===== config.mk =====
export PLATFORM = sky130hd
export DESIGN_NAME = pcxs_status
export DESIGN_NICKNAME = d
export VERILOG_FILES = /design/src/shared/pcxs_pkg.sv /design/src/logic/pcxs_status.sv
export SDC_FILE = /design/constraint.sdc
export NUM_CORES = 1
export LEC_CHECK = 0
export ABC_AREA = 1
export ABC_CLOCK_PERIOD_IN_PS = 2000
export BUFFER_PORTS_ARGS = -buffer_cell sky130_fd_sc_hd__buf_2
export CORE_MARGIN = 10
export CORE_UTILIZATION = 45
export DETAILED_ROUTE_END_ITERATION = 6
export PLACE_DENSITY = 0.92
export SLEW_MARGIN = 5
export SYNTH_ARGS = -nofsm -noshare
export SYNTH_HDL_FRONTEND = slang
export SYNTH_SLANG_ARGS = --single-unit

===== constraint.sdc =====
create_clock -name sys_clk -period 2 [get_ports sys_clk]
set_input_delay 0.2 -clock sys_clk [delete_from_list [all_inputs] [get_ports sys_clk]]
set_output_delay 0.2 -clock sys_clk [all_outputs]
set_load 0.1 [all_outputs]

===== src/shared/pcxs_pkg.sv =====
// Functional notes
// - read-only 3-bit read-size field sits in status bits 28 to 26
// - codes 0..7 mean 1 KB doubling up to 128 KB
// - field value chosen by loaded map-select and large-read configuration bits and by byte count
// - map-select 0: byte count codes 0 and 1 give field code 0
// - map-select 0: byte count 2 gives code 1, byte count 3 gives 2
// - map-select 1, large-read 0: field code 1 regardless of byte count
// - map-select 1, large-read 1: field code 2 regardless of byte count
// - flag sets on received split completion error message
// - error flag readable, cleared only by writing one; zero leaves it
// - error flag lives at status bit 29
package pcxs_pkg;

   // ==========================================================
   // register map (byte addresses)
   localparam logic [31:0] PCXS_STATUS_OFS = 32'h0000_0000;
   localparam logic [31:0] PCXS_MASK_OFS   = 32'h0000_0004;

   // ==========================================================
   // field positions
   localparam int PCXS_ERR_BIT  = 29;
   localparam int PCXS_SIZE_LSB = 26;
   localparam int PCXS_SIZE_MSB = 28;

   // ==========================================================
   // read-size codes (1 KB shifted left by the code)
   localparam logic [2:0] PCXS_SIZE_1K = 3'h0;
   localparam logic [2:0] PCXS_SIZE_2K = 3'h1;
   localparam logic [2:0] PCXS_SIZE_4K = 3'h2;

   // byte count codes from the command register
   localparam logic [1:0] PCXS_BC_512 = 2'h0;
   localparam logic [1:0] PCXS_BC_1K  = 2'h1;
   localparam logic [1:0] PCXS_BC_2K  = 2'h2;
   localparam logic [1:0] PCXS_BC_4K  = 2'h3;

   // ==========================================================
   // reset values and responses
   localparam logic       PCXS_ERR_RST  = 1'b0;
   localparam logic       PCXS_MASK_RST = 1'b0;
   localparam logic [1:0] PCXS_RESP_OK  = 2'h0;
   localparam logic [1:0] PCXS_RESP_ERR = 2'h2;

   // register selector from the address decoder
   typedef enum logic [1:0] {PCXS_SEL_STATUS,
                             PCXS_SEL_MASK,
                             PCXS_SEL_NONE} pcxs_sel_t;

   // configuration that steers the read-size field
   typedef struct packed {
      logic       read_size_map_select; // loaded from eeprom word
      logic       large_read;           // loaded from eeprom word
      logic [1:0] byte_count;           // max memory read byte count
   } pcxs_cfg_t;

endpackage


===== src/logic/pcxs_status.sv =====
`timescale 1ns/10ps
module pcxs_status
   import pcxs_pkg::*;
(
   input  wire logic        sys_clk,       // 125 MHz clock
   input  wire logic        resetn,        // async reset, active low
   input  wire pcxs_cfg_t   cfg,           // eeprom bits and byte count
   input  wire logic        scerr_msg,     // split compl error message seen
   input  wire logic [31:0] s_axi_awaddr,  // write address
   input  wire logic        s_axi_awvalid, // write address valid
   output logic             s_axi_awready, // write address ready
   input  wire logic [31:0] s_axi_wdata,   // write data
   input  wire logic [3:0]  s_axi_wstrb,   // write byte enables
   input  wire logic        s_axi_wvalid,  // write data valid
   output logic             s_axi_wready,  // write data ready
   output logic [1:0]       s_axi_bresp,   // write response
   output logic             s_axi_bvalid,  // write response valid
   input  wire logic        s_axi_bready,  // write response ready
   input  wire logic [31:0] s_axi_araddr,  // read address
   input  wire logic        s_axi_arvalid, // read address valid
   output logic             s_axi_arready, // read address ready
   output logic [31:0]      s_axi_rdata,   // read data
   output logic [1:0]       s_axi_rresp,   // read response
   output logic             s_axi_rvalid,  // read data valid
   input  wire logic        s_axi_rready,  // read data ready
   output logic [2:0]       read_size,     // current read-size code
   output logic             irq            // level interrupt
);

   // ==========================================================
   // helpers
   // address decode shared by the read and write paths
   function automatic pcxs_sel_t pcxs_decode(input logic [31:0] a);
      pcxs_sel_t s;
      s = PCXS_SEL_NONE;
      if (a == PCXS_STATUS_OFS) begin
         s = PCXS_SEL_STATUS;
      end else if (a == PCXS_MASK_OFS) begin
         s = PCXS_SEL_MASK;
      end
      return s;
   endfunction

   // ==========================================================
   // state
   logic        aw_held_reg, aw_held_next;
   logic [31:0] awaddr_reg, awaddr_next;
   logic        w_held_reg, w_held_next;
   logic [31:0] wdata_reg, wdata_next;
   logic [3:0]  wstrb_reg, wstrb_next;
   logic        awready_reg, awready_next;
   logic        wready_reg, wready_next;
   logic        bvalid_reg, bvalid_next;
   logic [1:0]  bresp_reg, bresp_next;
   logic        arready_reg, arready_next;
   logic        rvalid_reg, rvalid_next;
   logic [31:0] rdata_reg, rdata_next;
   logic [1:0]  rresp_reg, rresp_next;
   logic        err_reg, err_next;
   logic        mask_reg, mask_next;
   logic        irq_reg, irq_next;
   logic [2:0]  size_reg, size_next;
   logic        do_write;
   logic        err_clr;
   logic        ar_take;

   // ==========================================================
   // read-size field, pure function of the inputs so a host write
   // can never disturb it
   always_comb begin
      size_next = PCXS_SIZE_1K;
      if (cfg.read_size_map_select) begin
         if (cfg.large_read) begin
            size_next = PCXS_SIZE_4K;
         end else begin
            size_next = PCXS_SIZE_2K;
         end
      end else begin
         unique case (cfg.byte_count)
            PCXS_BC_512: size_next = PCXS_SIZE_1K;
            PCXS_BC_1K:  size_next = PCXS_SIZE_1K;
            PCXS_BC_2K:  size_next = PCXS_SIZE_2K;
            PCXS_BC_4K:  size_next = PCXS_SIZE_4K;
         endcase
      end
   end

   // ==========================================================
   // write channel: address and data taken in either order,
   // the write happens once both are held
   always_comb begin
      do_write     = aw_held_reg & w_held_reg & ~bvalid_reg;
      aw_held_next = aw_held_reg;
      awaddr_next  = awaddr_reg;
      w_held_next  = w_held_reg;
      wdata_next   = wdata_reg;
      wstrb_next   = wstrb_reg;
      bresp_next   = bresp_reg;
      mask_next    = mask_reg;
      err_clr      = 1'b0;
      if (s_axi_awvalid & awready_reg) begin
         aw_held_next = 1'b1;
         awaddr_next  = s_axi_awaddr;
      end
      if (s_axi_wvalid & wready_reg) begin
         w_held_next = 1'b1;
         wdata_next  = s_axi_wdata;
         wstrb_next  = s_axi_wstrb;
      end
      if (do_write) begin
         aw_held_next = 1'b0;
         w_held_next  = 1'b0;
         bresp_next   = PCXS_RESP_OK;
         unique case (pcxs_decode(awaddr_reg))
            PCXS_SEL_STATUS: begin
               // size bits are not stored, so writes there vanish
               err_clr = wstrb_reg[3] & wdata_reg[PCXS_ERR_BIT];
            end
            PCXS_SEL_MASK: begin
               if (wstrb_reg[3]) begin
                  mask_next = wdata_reg[PCXS_ERR_BIT];
               end
            end
            PCXS_SEL_NONE: bresp_next = PCXS_RESP_ERR;
         endcase
      end
      bvalid_next  = do_write | (bvalid_reg & ~s_axi_bready);
      awready_next = ~aw_held_next & ~bvalid_next;
      wready_next  = ~w_held_next & ~bvalid_next;
   end

   // ==========================================================
   // error flag and interrupt; a new event beats a same-cycle clear
   always_comb begin
      err_next = scerr_msg | (err_reg & ~err_clr);
      irq_next = err_next & mask_next;
   end

   // ==========================================================
   // read channel, one read at a time, data captured at the take
   always_comb begin
      ar_take    = s_axi_arvalid & arready_reg;
      rdata_next = rdata_reg;
      rresp_next = rresp_reg;
      if (ar_take) begin
         rdata_next = 32'h0000_0000;
         rresp_next = PCXS_RESP_OK;
         unique case (pcxs_decode(s_axi_araddr))
            PCXS_SEL_STATUS: begin
               rdata_next[PCXS_ERR_BIT] = err_reg;
               rdata_next[PCXS_SIZE_MSB:PCXS_SIZE_LSB] = size_next;
            end
            PCXS_SEL_MASK:   rdata_next[PCXS_ERR_BIT] = mask_reg;
            PCXS_SEL_NONE:   rresp_next = PCXS_RESP_ERR;
         endcase
      end
      rvalid_next  = ar_take | (rvalid_reg & ~s_axi_rready);
      arready_next = ~rvalid_next;
   end

   // ==========================================================
   // registers
   always_ff @(posedge sys_clk or negedge resetn) begin
      if (!resetn) begin
         aw_held_reg <= 1'b0;
         awaddr_reg  <= 32'h0000_0000;
         w_held_reg  <= 1'b0;
         wdata_reg   <= 32'h0000_0000;
         wstrb_reg   <= 4'h0;
         awready_reg <= 1'b0;
         wready_reg  <= 1'b0;
         bvalid_reg  <= 1'b0;
         bresp_reg   <= PCXS_RESP_OK;
         arready_reg <= 1'b0;
         rvalid_reg  <= 1'b0;
         rdata_reg   <= 32'h0000_0000;
         rresp_reg   <= PCXS_RESP_OK;
         err_reg     <= PCXS_ERR_RST;
         mask_reg    <= PCXS_MASK_RST;
         irq_reg     <= 1'b0;
         size_reg    <= PCXS_SIZE_1K;
      end else begin
         aw_held_reg <= aw_held_next;
         awaddr_reg  <= awaddr_next;
         w_held_reg  <= w_held_next;
         wdata_reg   <= wdata_next;
         wstrb_reg   <= wstrb_next;
         awready_reg <= awready_next;
         wready_reg  <= wready_next;
         bvalid_reg  <= bvalid_next;
         bresp_reg   <= bresp_next;
         arready_reg <= arready_next;
         rvalid_reg  <= rvalid_next;
         rdata_reg   <= rdata_next;
         rresp_reg   <= rresp_next;
         err_reg     <= err_next;
         mask_reg    <= mask_next;
         irq_reg     <= irq_next;
         size_reg    <= size_next;
      end
   end

   // outputs straight from flops
   assign s_axi_awready = awready_reg;
   assign s_axi_wready  = wready_reg;
   assign s_axi_bvalid  = bvalid_reg;
   assign s_axi_bresp   = bresp_reg;
   assign s_axi_arready = arready_reg;
   assign s_axi_rvalid  = rvalid_reg;
   assign s_axi_rdata   = rdata_reg;
   assign s_axi_rresp   = rresp_reg;
   assign read_size     = size_reg;
   assign irq           = irq_reg;

   // ==========================================================
   // checks
   a_map_low_counts: assert property (
      @(posedge sys_clk) disable iff (!resetn)
      (!cfg.read_size_map_select && cfg.byte_count <= PCXS_BC_1K)
      |=> read_size == PCXS_SIZE_1K)
      else $error("byte count 0 or 1 must give 1 KB code");

   a_map_high_counts: assert property (
      @(posedge sys_clk) disable iff (!resetn)
      (!cfg.read_size_map_select && cfg.byte_count >= PCXS_BC_2K)
      |=> read_size == $past(cfg.byte_count) - 3'h1)
      else $error("byte count 2 or 3 must give code 1 or 2");

   a_fixed_small: assert property (
      @(posedge sys_clk) disable iff (!resetn)
      (cfg.read_size_map_select && !cfg.large_read)
      |=> read_size == PCXS_SIZE_2K)
      else $error("fixed mapping without large read must give 2 KB");

   a_fixed_large: assert property (
      @(posedge sys_clk) disable iff (!resetn)
      (cfg.read_size_map_select && cfg.large_read)
      |=> read_size == PCXS_SIZE_4K)
      else $error("fixed mapping with large read must give 4 KB");

   a_err_sets: assert property (
      @(posedge sys_clk) disable iff (!resetn)
      scerr_msg |=> err_reg)
      else $error("error message did not set the flag");

   a_err_holds: assert property (
      @(posedge sys_clk) disable iff (!resetn)
      (err_reg && !(do_write && awaddr_reg == PCXS_STATUS_OFS
                    && wstrb_reg[3] && wdata_reg[PCXS_ERR_BIT]))
      |=> err_reg)
      else $error("error flag dropped without a one written");

   a_err_clears: assert property (
      @(posedge sys_clk) disable iff (!resetn)
      (do_write && awaddr_reg == PCXS_STATUS_OFS && wstrb_reg[3]
       && wdata_reg[PCXS_ERR_BIT] && !scerr_msg)
      |=> !err_reg ##0 s_axi_bvalid)
      else $error("writing one did not clear the flag");

   a_status_read: assert property (
      @(posedge sys_clk) disable iff (!resetn)
      (ar_take && s_axi_araddr == PCXS_STATUS_OFS)
      |=> s_axi_rvalid && s_axi_rdata[PCXS_ERR_BIT] == $past(err_reg)
          && s_axi_rdata[PCXS_SIZE_MSB:PCXS_SIZE_LSB] == read_size
          && s_axi_rdata[31:30] == 2'h0 && s_axi_rdata[25:0] == 26'h0)
      else $error("status read shows wrong flag or size");

   a_size_ignores_wr: assert property (
      @(posedge sys_clk) disable iff (!resetn)
      (do_write && $stable(cfg)) |=> $stable(read_size))
      else $error("host write disturbed the read-size field");

   a_irq_level: assert property (
      @(posedge sys_clk) disable iff (!resetn)
      ##1 irq == (err_reg && mask_reg))
      else $error("interrupt does not follow flag and mask");

   // an event in the same cycle as a clearing write must not be lost
   a_set_wins: assert property (
      @(posedge sys_clk) disable iff (!resetn)
      (scerr_msg && err_clr) |=> err_reg && s_axi_bvalid)
      else $error("event lost to a clear in the same cycle");

   a_unmapped_wr: assert property (
      @(posedge sys_clk) disable iff (!resetn)
      (do_write && awaddr_reg != PCXS_STATUS_OFS
       && awaddr_reg != PCXS_MASK_OFS)
      |=> s_axi_bvalid && s_axi_bresp == PCXS_RESP_ERR && $stable(mask_reg))
      else $error("unmapped write must give error and change nothing");

   a_mask_read: assert property (
      @(posedge sys_clk) disable iff (!resetn)
      (ar_take && s_axi_araddr == PCXS_MASK_OFS)
      |=> s_axi_rdata == {2'h0, $past(mask_reg), 29'h0}
          && s_axi_rresp == PCXS_RESP_OK)
      else $error("mask read shows wrong bit or response");

   a_unmapped_rd: assert property (
      @(posedge sys_clk) disable iff (!resetn)
      (ar_take && s_axi_araddr != PCXS_STATUS_OFS
       && s_axi_araddr != PCXS_MASK_OFS)
      |=> s_axi_rresp == PCXS_RESP_ERR && s_axi_rdata == 32'h0000_0000)
      else $error("unmapped read must give error and zero data");

endmodule


==> results.txt, run 1 <==
Run status -> finished, final reports clean
Yosys warnings -> 0
Reg-to-reg endpoint -> awaddr_reg[1]$_DFFE_PN0P_
CP startpoint -> s_axi_awready$_DFF_PN0_
Post-synthesis cell area -> 2514 sq um
CTS root buf -> clkbuf_8
Gate Count Post-Synth -> 330
HPWL Detailed -> 4969 um
Max Fanout on Critical Path -> 32
Hold Crit Class -> in -> reg
Vias -> 2177
Cell Rows -> 27
Leakage power -> 1.763 nW
Pin count of the biggest net entering global routing -> 33
H-tree levels -> 2
Setup CP Type -> reg -> reg
Post-route ant nets -> 0
CP arrival -> 1560 ps
Core footprint -> 5473 sq um
Setup violators final -> 0
Power Density -> 1329 nW/um^2
Power, Total -> 0.004089 W
Number of CTS-inserted buffers -> 5
Clock buffer depth -> 2
WP buf/inv -> 2
Sequence of cells on the critical path -> nand2_1 > inv_2 > buf_4 > nand2_1 > o21ai_0
Sequential area share after synthesis -> 50.77%
R2R Setup Slk -> 650 ps
Syn Area/Cell -> 7.617 sq um
Initial Util -> 45.93%
Clk_lat worst skew -> 300 ps
Routed WL -> 6012 um
Achievable Freq -> 742.5 MHz
Post-cts resize count -> 0
Final hold viol count -> 0
Crit end category -> flop
RSZ-0062 raised after global routing -> no
CTS tree -> done
First-pass GRT wire length -> 9494 um
Antenna violations before repair -> 0
Vias per cell -> 4.371
Vias in the first global route -> 2200
Register clock-pin slew on the reported worst setup and hold paths -> 90 ps
Placer Congestion -> 0.8480
Die H -> 94.74 um
Setup TNS -> 0 ps
WL per Instance -> 12.07 um
Slowest cell on crit path -> dfrtp_1
Post-route clock period utilization -> 67.34%
Required time worst endpoint -> 2220 ps
GRT Total Usage -> 12.93%
Peak VDD IR -> 0.9922 mV
Most used cell, CP -> nand2_1
Slew Limit Fails -> 0
Max cap viols -> 0
CTS Sinks -> 51
I/O pin total -> 157
Ant. Diodes -> 0
Die width -> 94.74 um
Grt ovf -> 0
Synth Register Bits -> 51
DRC violations left -> 0
Reg2Reg Depth -> 5
Largest register FFs -> 32
DR pass1 iterations -> 4
Area grow syn2layout -> 22.40%
DIE AREA -> 8976 sq um
Layout cell share with drive strength beyond 1 -> 26.53%
DR iter-0 viols -> 91
Critical path launch point type -> flop
Reg-to-reg startpoint -> s_axi_awready$_DFF_PN0_
Crit path to -> awaddr_reg[1]$_DFFE_PN0P_
Largest delay share family, worst path -> buffers and inverters
WP depth -> 5
Max incr delay on CP -> 380 ps
Minimum clock period -> 1347 ps
Net count reported at finish -> 537
Synth unique cells -> 17
Clock Skew -> 3.503 ps
Input/output buffers -> 90
power breakdown:
group / internal (W) / total, W / switching, W
Combinational: 0.000391 / 0.00162 / 0.00123
Sequential: 0.00143 / 0.00163 / 0.000205
Clock: 0.000500 / 0.000831 / 0.000331
Total: 0.00232 / 0.00409 / 0.00177
worst min-delay path, delay by kind of cell:
family / cells / cell delay [ps]
simple gates: 2 / 80
buf+inv: 1 / 70
cell families after synthesis:
group	after synthesis	share of synthesized area [%]
buffers and inverters	66	14.78
DFF	51	50.77
other	1	0.1492
AOI/OAI and AO/OA	20	3.982
and+or+nand+nor	192	30.31
worst min-delay path by stage:
| stage | start | to | slack (ps) | cells past startpoint |
|---|---|---|---|---|
| floorplan | resetn | aw_held_reg$_DFF_PN0_ | -100 | 0 |
| global placement | resetn | awaddr_reg[20]$_DFFE_PN0P_ | 80 | 1 |
| detailed placement | resetn | awaddr_reg[21]$_DFFE_PN0P_ | 80 | 1 |
| CTS | s_axi_awaddr[23] | awaddr_reg[23]$_DFFE_PN0P_ | 80 | 3 |
| global route | s_axi_awaddr[21] | awaddr_reg[21]$_DFFE_PN0P_ | 80 | 3 |
| finish | s_axi_awaddr[23] | awaddr_reg[23]$_DFFE_PN0P_ | 80 | 3 |
synth_stat cells:
master / number / area [sq um]
a21oi_1: 1 / 5.000
buf_2: 3 / 15.01
buf_4: 32 / 240.2
clkbuf_1: 3 / 11.26
conb_1: 1 / 3.750
dfrtp_1: 51 / 1276
inv_1: 24 / 90.09
inv_2: 4 / 15.01
nand2_1: 127 / 476.7
nand2_2: 4 / 25.02
nand3_1: 8 / 40.04
nand3b_1: 1 / 7.510
nand4_1: 1 / 6.260
nor2_1: 47 / 176.4
nor2_2: 3 / 18.77
nor2_4: 1 / 11.26
o21ai_0: 19 / 95.09
layout make-up:
type	instances	area, sq um
fill	513	2396
sequential	51	1276
multi-input combinational	244	982.2
timing repair buffer	95	490.5
inverter	28	105.1
tap	72	90.09
clock buffer	6	72.57
clock inverter	2	60.06
layer usage:
layer  global-route usage, %  share of wire [%]  vias to the layer above
met5                       0                  0                        -
met4                   2.993               0.72                        0
met3                   6.423                 13                        7
met2                   22.03                 47                       94
met1                   14.18                 39                      958
li1                        -                  -                     1118
placed cells by master (no fill, tap or decap), drive strengths merged:
cell	synthesis	routed
nor2	51	51
o21ai	19	19
nand3b	1	1
inv	28	28
nand2	131	131
bufinv	0	2
nand4	1	1
nand3	8	8
conb	1	32
buf	35	94
dfrtp	51	51
dlygate4sd3	0	1
a21oi	1	1
clkbuf	3	6
through the flow:
step	util [%]	cell area, sq um	setup WS [ps]	std cells	hold WS [ps]
floorplan	-	2630	267.1	361	-95.59
CTS	56.22	3077	632.0	498	76.18
detailed placement	53.61	2934	672.8	489	80.34
global route	56.22	3077	518.5	498	75.61
global placement	53.61	2934	723.2	489	77.04
finish	56.22	3077	653.3	498	81.81
timing repair:
| action | CTS | global route |
|---|---|---|
| hold buffers | 1 | 0 |
| buffers inserted | 0 | 0 |
| endpoints found under the hold margin | 10 | 0 |
Power figures use the tool's default switching activity.
==> run 2, diff against run 1 <==
Settings changed: ABC_AREA 1 to 0, ABC_CLOCK_PERIOD_IN_PS 2000 to 1300, CORE_UTILIZATION 45 to 42, PLACE_DENSITY 0.92 to 0.89.
Clock period 2 ns to 1.3 ns, I/O delays scaled along.
==> results.txt, run 2 <==
Run status -> finished with violations
Failing checks -> setup timing
Setup violators final -> 4 (+4)
Final instance area -> 3282 sq um (+6.7%)
Sequential area share after synthesis -> 54.63% (+3.9 points)
Slew Limit Fails -> 0 (unchanged)
CP arrival -> 1860 ps (+300 ps)
Area share of the leading cell type in the synthesized netlist -> 54.63% (+3.9 points)
Reg2Reg Depth -> 6 (+1)
Syn Area/Cell -> 12.49 sq um (+64%)
GRT Max-Usage Layer -> met2
Power, Total -> 0.006725 W (+64%)
Leakage power -> 1.669 nW (-5.3%)
Setup TNS -> -1119 ps (-1119 ps)
Setup CP Type -> reg -> reg
Minimum clock period -> 1663 ps (+316.0 ps)
M1 GR Usage -> 15.14% (+0.95 points)
Post-synth EDFFs -> 0 (unchanged)
Final hold viol count -> 0 (unchanged)
DR pass1 iterations -> 4 (unchanged)
Post-synthesis cell area -> 2336 sq um (-7.1%)
Vias -> 1738 (-20%)
RSZ-0062 raised after global routing -> yes
Reg-to-reg startpoint -> awaddr_reg[1]$_DFFE_PN0P_
Crit end category -> flop
HPWL Detailed -> 4710 um (-5.2%)
Number of CTS-inserted buffers -> 5 (unchanged)
Clock Skew -> 6.190 ps (+2.687 ps)
Ant. Diodes -> 0 (unchanged)
Initial Util -> 42.95% (-3.0 points)
Top post-synthesis cells by count -> dfrtp_1, buf_4, mux2_2
Fin worst setup slack -> -362.8 ps (-1016 ps)
Cell Rows -> 27 (unchanged)
Routed WL -> 6083 um (+1.2%)
Grt met3 use -> 5.948% (-0.48 points)
Peak VDD IR -> 1.450 mV (+46%)
Power Density -> 2049 nW/um^2 (+54%)
Cell taking the most area after synthesis -> dfrtp_1
Sequence of cells on the critical path -> nor4_2 > nand4_1 > buf_6 > nor4_1 > buf_4 > a21oi_1
H-tree levels -> 2 (unchanged)
Required time worst endpoint -> 1490 ps (-730 ps)
WL per Instance -> 16.14 um (+34%)
Slowest cell on crit path -> dfrtp_1
CTS tree -> done
Pin count of the biggest net entering global routing -> 36 (+9.1%)
Reg-to-reg endpoint -> mask_reg$_DFF_PN0_
Max Fanout on Critical Path -> 4 (-88%)
GR Util met2 -> 21.97% (-0.057 points)
Achievable Freq -> 601.4 MHz (-19%)
Top_reg_cell synth -> dfrtp_1
Die width -> 94.58 um (-0.17%)
I/O pin total -> 157 (unchanged)
CTS Sinks -> 51 (unchanged)
First-pass GRT wire length -> 9404 um (-0.95%)
Worst hold margin -> 46.27 ps (-35.54 ps)
CTS root buf -> clkbuf_8
Post-Route Utilization -> 60.34% (+4.1 points)
Post-route ant nets -> 0 (unchanged)
Top-count cell post-synth -> dfrtp_1
Clock buffer depth -> 2 (unchanged)
Leading cell type in the layout, fill and taps excluded -> buf_2
DRC violations left -> 0 (unchanged)
Asr flop ratio synth -> 100.0% (unchanged)
Synth Register Bits -> 51 (unchanged)
GRT Total Usage -> 13.14% (+0.21 points)
R2R Setup Slk -> -360 ps (-1020 ps)
Hold Crit Class -> in -> reg
Post-route clock period utilization -> 127.9% (+61 points)
DR iter-0 viols -> 33 (-64%)
Vias per cell -> 4.610 (+5.5%)
Area grow syn2layout -> 40.49%
Register clock-pin slew on the reported worst setup and hold paths -> 90 ps (about the same)
Commonest non-fill, non-tap cells in the layout -> buf_2, dfrtp_1, conb_1
Die H -> 94.58 um (-0.17%)
Critical path launch point type -> flop
Synth unique cells -> 32 (+15)
Max cap viols -> 0 (unchanged)
Vias in the first global route -> 1993 (-9.4%)
Net count reported at finish -> 416 (-23%)
Largest register FFs -> 32 (unchanged)
Synth top area cells -> dfrtp_1, mux2_2, buf_4
Core footprint -> 5439 sq um (-0.62%)
Placer Congestion -> 0.7555 (-11%)
Hold endpoint -> awaddr_reg[2]$_DFFE_PN0P_
Clk_lat worst skew -> 300 ps (about the same)
Layout cell share with drive strength beyond 1 -> 58.03% (+32 points)
Max incr delay on CP -> 390 ps (about the same)
Gate Count Post-Synth -> 187 (-43%)
DIE AREA -> 8945 sq um (-0.34%)
Hold path startpoint -> s_axi_awaddr[2]
Post-Place Cell Area -> 3007 sq um (+2.5%)
Yosys warnings -> 0 (unchanged)
Antenna violations before repair -> 0 (unchanged)
Grt ovf -> 0 (unchanged)
Input/output buffers -> 90 (unchanged)
Hold Path Stages -> 3 (unchanged)
## run 2: how the worst max path moves through the flow
stage | from | end | depth (start not counted)
finish | awaddr_reg[1]$_DFFE_PN0P_ | mask_reg$_DFF_PN0_ | 6
global route | awaddr_reg[31]$_DFFE_PN0P_ | mask_reg$_DFF_PN0_ | 6
CTS | awaddr_reg[23]$_DFFE_PN0P_ | irq$_DFF_PN0_ | 5
detailed placement | awaddr_reg[17]$_DFFE_PN0P_ | irq$_DFF_PN0_ | 4
global placement | awaddr_reg[17]$_DFFE_PN0P_ | irq$_DFF_PN0_ | 4
floorplan | s_axi_bvalid$_DFF_PN0_ | irq$_DFF_PN0_ | 4
## run 2: stage by stage
step | worst slack [ps] | std cells
final | -362.8 | 377
after CTS | -347.5 | 370
after global routing | -484.1 | 377
after floorplan | -272.4 | 218
after detailed placement | -418.3 | 357
after global placement | -329.0 | 357
## run 2: area by class of cell
type / count / area (sq um)
multi-input cells: 124 / 1071
fillers: 447 / 2157
flip-flops and latches: 51 / 1290
well taps: 72 / 90.09
clock buffers: 5 / 68.82
clock inverters: 3 / 43.79
repair buffers: 114 / 688.2
inverters: 8 / 30.03
## run 2: routing by layer
layer / wire length, um / vias to the layer above
met3: 550 / 7
met1: 2360 / 828
li1: - / 832
met4: 55 / 0
met5: 0 / -
met2: 3117 / 71
## run 2: cells by family after synthesis
| kind of cell | after synthesis | share of synthesized area [%] |
|---|---|---|
| muxes | 35 | 16.82 |
| buffers and inverters | 44 | 12.37 |
| DFF | 51 | 54.63 |
| AOI/OAI and AO/OA | 14 | 4.445 |
| other | 1 | 0.1605 |
| and+or+nand+nor | 42 | 11.57 |
## run 2: worst max-delay path: cells and delay by family, from the launching register on
family / cells / cell delay, ps
AOI/OAI and AO/OA: 1 / 60
buffers and inverters: 2 / 340
DFF: 1 / 390
and+or+nand+nor: 3 / 750
## run 2: power breakdown
part           leakage [nW]  switching (W)  total [W]  internal [W]
Sequential            0.600       0.000444    0.00269       0.00225
Combinational          1.01        0.00152    0.00295       0.00143
Clock                0.0581       0.000506    0.00108      0.000573
Total                  1.67        0.00247    0.00672       0.00425
## run 2: timing repair
action | in CTS | in global routing
buffers inserted | 2 | 7
hold endpoints to repair | 17 | 0
setup endpoints to repair | 36 | 5
hold buffers | 2 | 0
gates cloned | 1 | 0
pin swaps | 8 | 9
gates resized for setup | 9 | 3
==> run 3, diff against run 2 <==
Settings changed: CORE_ASPECT_RATIO set to 2.
==> results.txt, run 3 (same netlist as run 2, synthesis figures left out) <==
Run status -> finished with violations
Failing checks -> setup timing
Input/output buffers -> 90 (unchanged)
Area of the multi-input gates -> 1080 sq um (+0.82%)
Vias per cell -> 4.876 (+5.8%)
Die H -> 125.5 um (+33%)
Vias -> 1775 (+2.1%)
Routed WL -> 6461 um (+6.2%)
Grt met3 use -> 5.384% (-0.56 points)
Grt ovf -> 0 (unchanged)
WL per Instance -> 17.75 um (+10%)
Layout cell share with drive strength beyond 1 -> 57.89% (-0.14 points)
Largest register FFs -> 32 (unchanged)
Max incr delay on CP -> 500 ps (+110 ps)
Critical path launch point type -> flop
Initial Util -> 43.10% (+0.15 points)
Crit end category -> flop
Die width -> 72.74 um (-23%)
Minimum clock period -> 1754 ps (+90.85 ps)
Layout fillers -> 443 (-0.89%)
Area grow syn2layout -> 39.80%
Slowest cell on crit path -> o41a_1
Post-route clock period utilization -> 134.9% (+7.0 points)
Sequence of cells on the critical path -> nor4_2 > nand4_1 > o41a_1 > a221oi_2
Max cap viols -> 0 (unchanged)
M1 GR Usage -> 15.08% (-0.057 points)
Fin worst setup slack -> -453.6 ps (-90.85 ps)
GR Util met2 -> 24.87% (+2.9 points)
Commonest non-fill, non-tap cells in the layout -> buf_2, dfrtp_1, conb_1
Final hold viol count -> 0 (unchanged)
Register area -> 1290 sq um (unchanged)
Power Density -> 2053 nW/um^2 (+0.20%)
Net count reported at finish -> 415 (-0.24%)
I/O pin total -> 157 (unchanged)
H-tree levels -> 2 (unchanged)
DRC violations left -> 0 (unchanged)
GRT Total Usage -> 14.02% (+0.87 points)
Leading cell type in the layout, fill and taps excluded -> buf_2
Number of CTS-inserted buffers -> 5 (unchanged)
CTS Sinks -> 51 (unchanged)
Clk_lat worst skew -> 300 ps (about the same)
Post-Route Utilization -> 60.25% (-0.091 points)
Pin count of the biggest net entering global routing -> 52 (+44%)
Post-route ant nets -> 0 (unchanged)
Clock buffer depth -> 2 (unchanged)
DIE AREA -> 9126 sq um (+2.0%)
DR pass1 iterations -> 4 (unchanged)
Cell Rows -> 38 (+41%)
Slew Limit Fails -> 0 (unchanged)
CP arrival -> 1960 ps (+100 ps)
Power, Total -> 0.006705 W (-0.30%)
Setup CP Type -> reg -> reg
Register clock-pin slew on the reported worst setup and hold paths -> 90 ps (about the same)
First-pass GRT wire length -> 10360 um (+10%)
CTS root buf -> clkbuf_8
Max Fanout on Critical Path -> 4 (unchanged)
DR iter-0 viols -> 93 (+180%)
Core footprint -> 5420 sq um (-0.35%)
Hold Crit Class -> in -> reg
Setup violators final -> 4 (unchanged)
Ant. Diodes -> 0 (unchanged)
Required time worst endpoint -> 1510 ps (+20 ps)
GRT Max-Usage Layer -> met2
Leakage power -> 1.652 nW (-0.99%)
R2R Setup Slk -> -450 ps (-90 ps)
CTS tree -> done
Clock Skew -> 5.061 ps (-1.129 ps)
Vias in the first global route -> 2162 (+8.5%)
Antenna violations before repair -> 0 (unchanged)
Achievable Freq -> 570.2 MHz (-5.2%)
RSZ-0062 raised after global routing -> yes
HPWL Detailed -> 5178 um (+9.9%)
Pre-CTS setup slack -> -440.7 ps (-22.38 ps)
Placer Congestion -> 0.7662 (+1.4%)
Peak VDD IR -> 1.576 mV (+8.7%)
run 3: cell count changes in the layout (fill, tap and decap cells not counted), sizes merged:
cell | previous run | this run
clkbuf | 5 | 10
clkinv | 2 | 0
and2 | 2 | 1
buf | 112 | 111
bufinv | 1 | 0
dlygate4sd3 | 2 | 1
run 3: report_power, final:
group	switching [W]	internal [W]	leakage, nW
registers	0.000490	0.00225	0.600
clock network	0.000487	0.000486	0.0515
logic	0.00156	0.00143	1.00
total	0.00254	0.00417	1.65
run 3: worst paths after layout:
path,to,cells past startpoint,from
max,irq$_DFF_PN0_,4,awaddr_reg[27]$_DFFE_PN0P_
min,s_axi_rvalid$_DFF_PN0_,2,s_axi_rready
max reg2reg,irq$_DFF_PN0_,4,awaddr_reg[27]$_DFFE_PN0P_
min reg2reg,s_axi_rdata[27]$_DFFE_PN0P_,1,s_axi_rdata[27]$_DFFE_PN0P_
max in group asynchronous,s_axi_bvalid$_DFF_PN0_,3,resetn
min in group asynchronous,awaddr_reg[14]$_DFFE_PN0P_,3,resetn
run 3: through the flow:
step	hold slack (ps)	std cells	area, sq um	TNS, ps
after floorplan	-165.6	218	2651	-7099
after global placement	132.4	349	3047	-1357
after detailed placement	139.5	349	3047	-1751
after CTS	21.61	361	3194	-1240
after global routing	28.44	364	3266	-2021
final	23.51	364	3266	-1463
run 3: critical path: cells and delay by family, from the launching register on:
| family | cells | cell delay (ps) |
|---|---|---|
| AO/OA/AOI/OAI | 2 | 680 |
| flip-flops | 1 | 410 |
| AND/OR/NAND/NOR | 2 | 580 |
run 3: area by class of cell:
type                            instances  share of cell area [%]
Inverter                                8                  0.9195
Clock buffer                            8                   3.065
Tap cell                               60                   2.299
Multi-Input combinational cell        123                   33.07
Sequential cell                        51                   39.50
Timing Repair Buffer                  114                   21.15
run 3: metal layers:
metal / share of wire [%] / wire length [um]
met1: 37 / 2363
met5: 0 / 0
met2: 55 / 3532
met4: 1.2 / 77
met3: 7.5 / 487
run 3: what timing repair did:
| action | CTS | global route |
|---|---|---|
| pin swaps | 8 | 11 |
| endpoints found under the setup margin | 4 | 16 |
| hold buffers | 1 | 0 |
| buffers inserted | 3 | 4 |
| resized for setup | 3 | 8 |
| endpoints found under the hold margin | 51 | 0 |
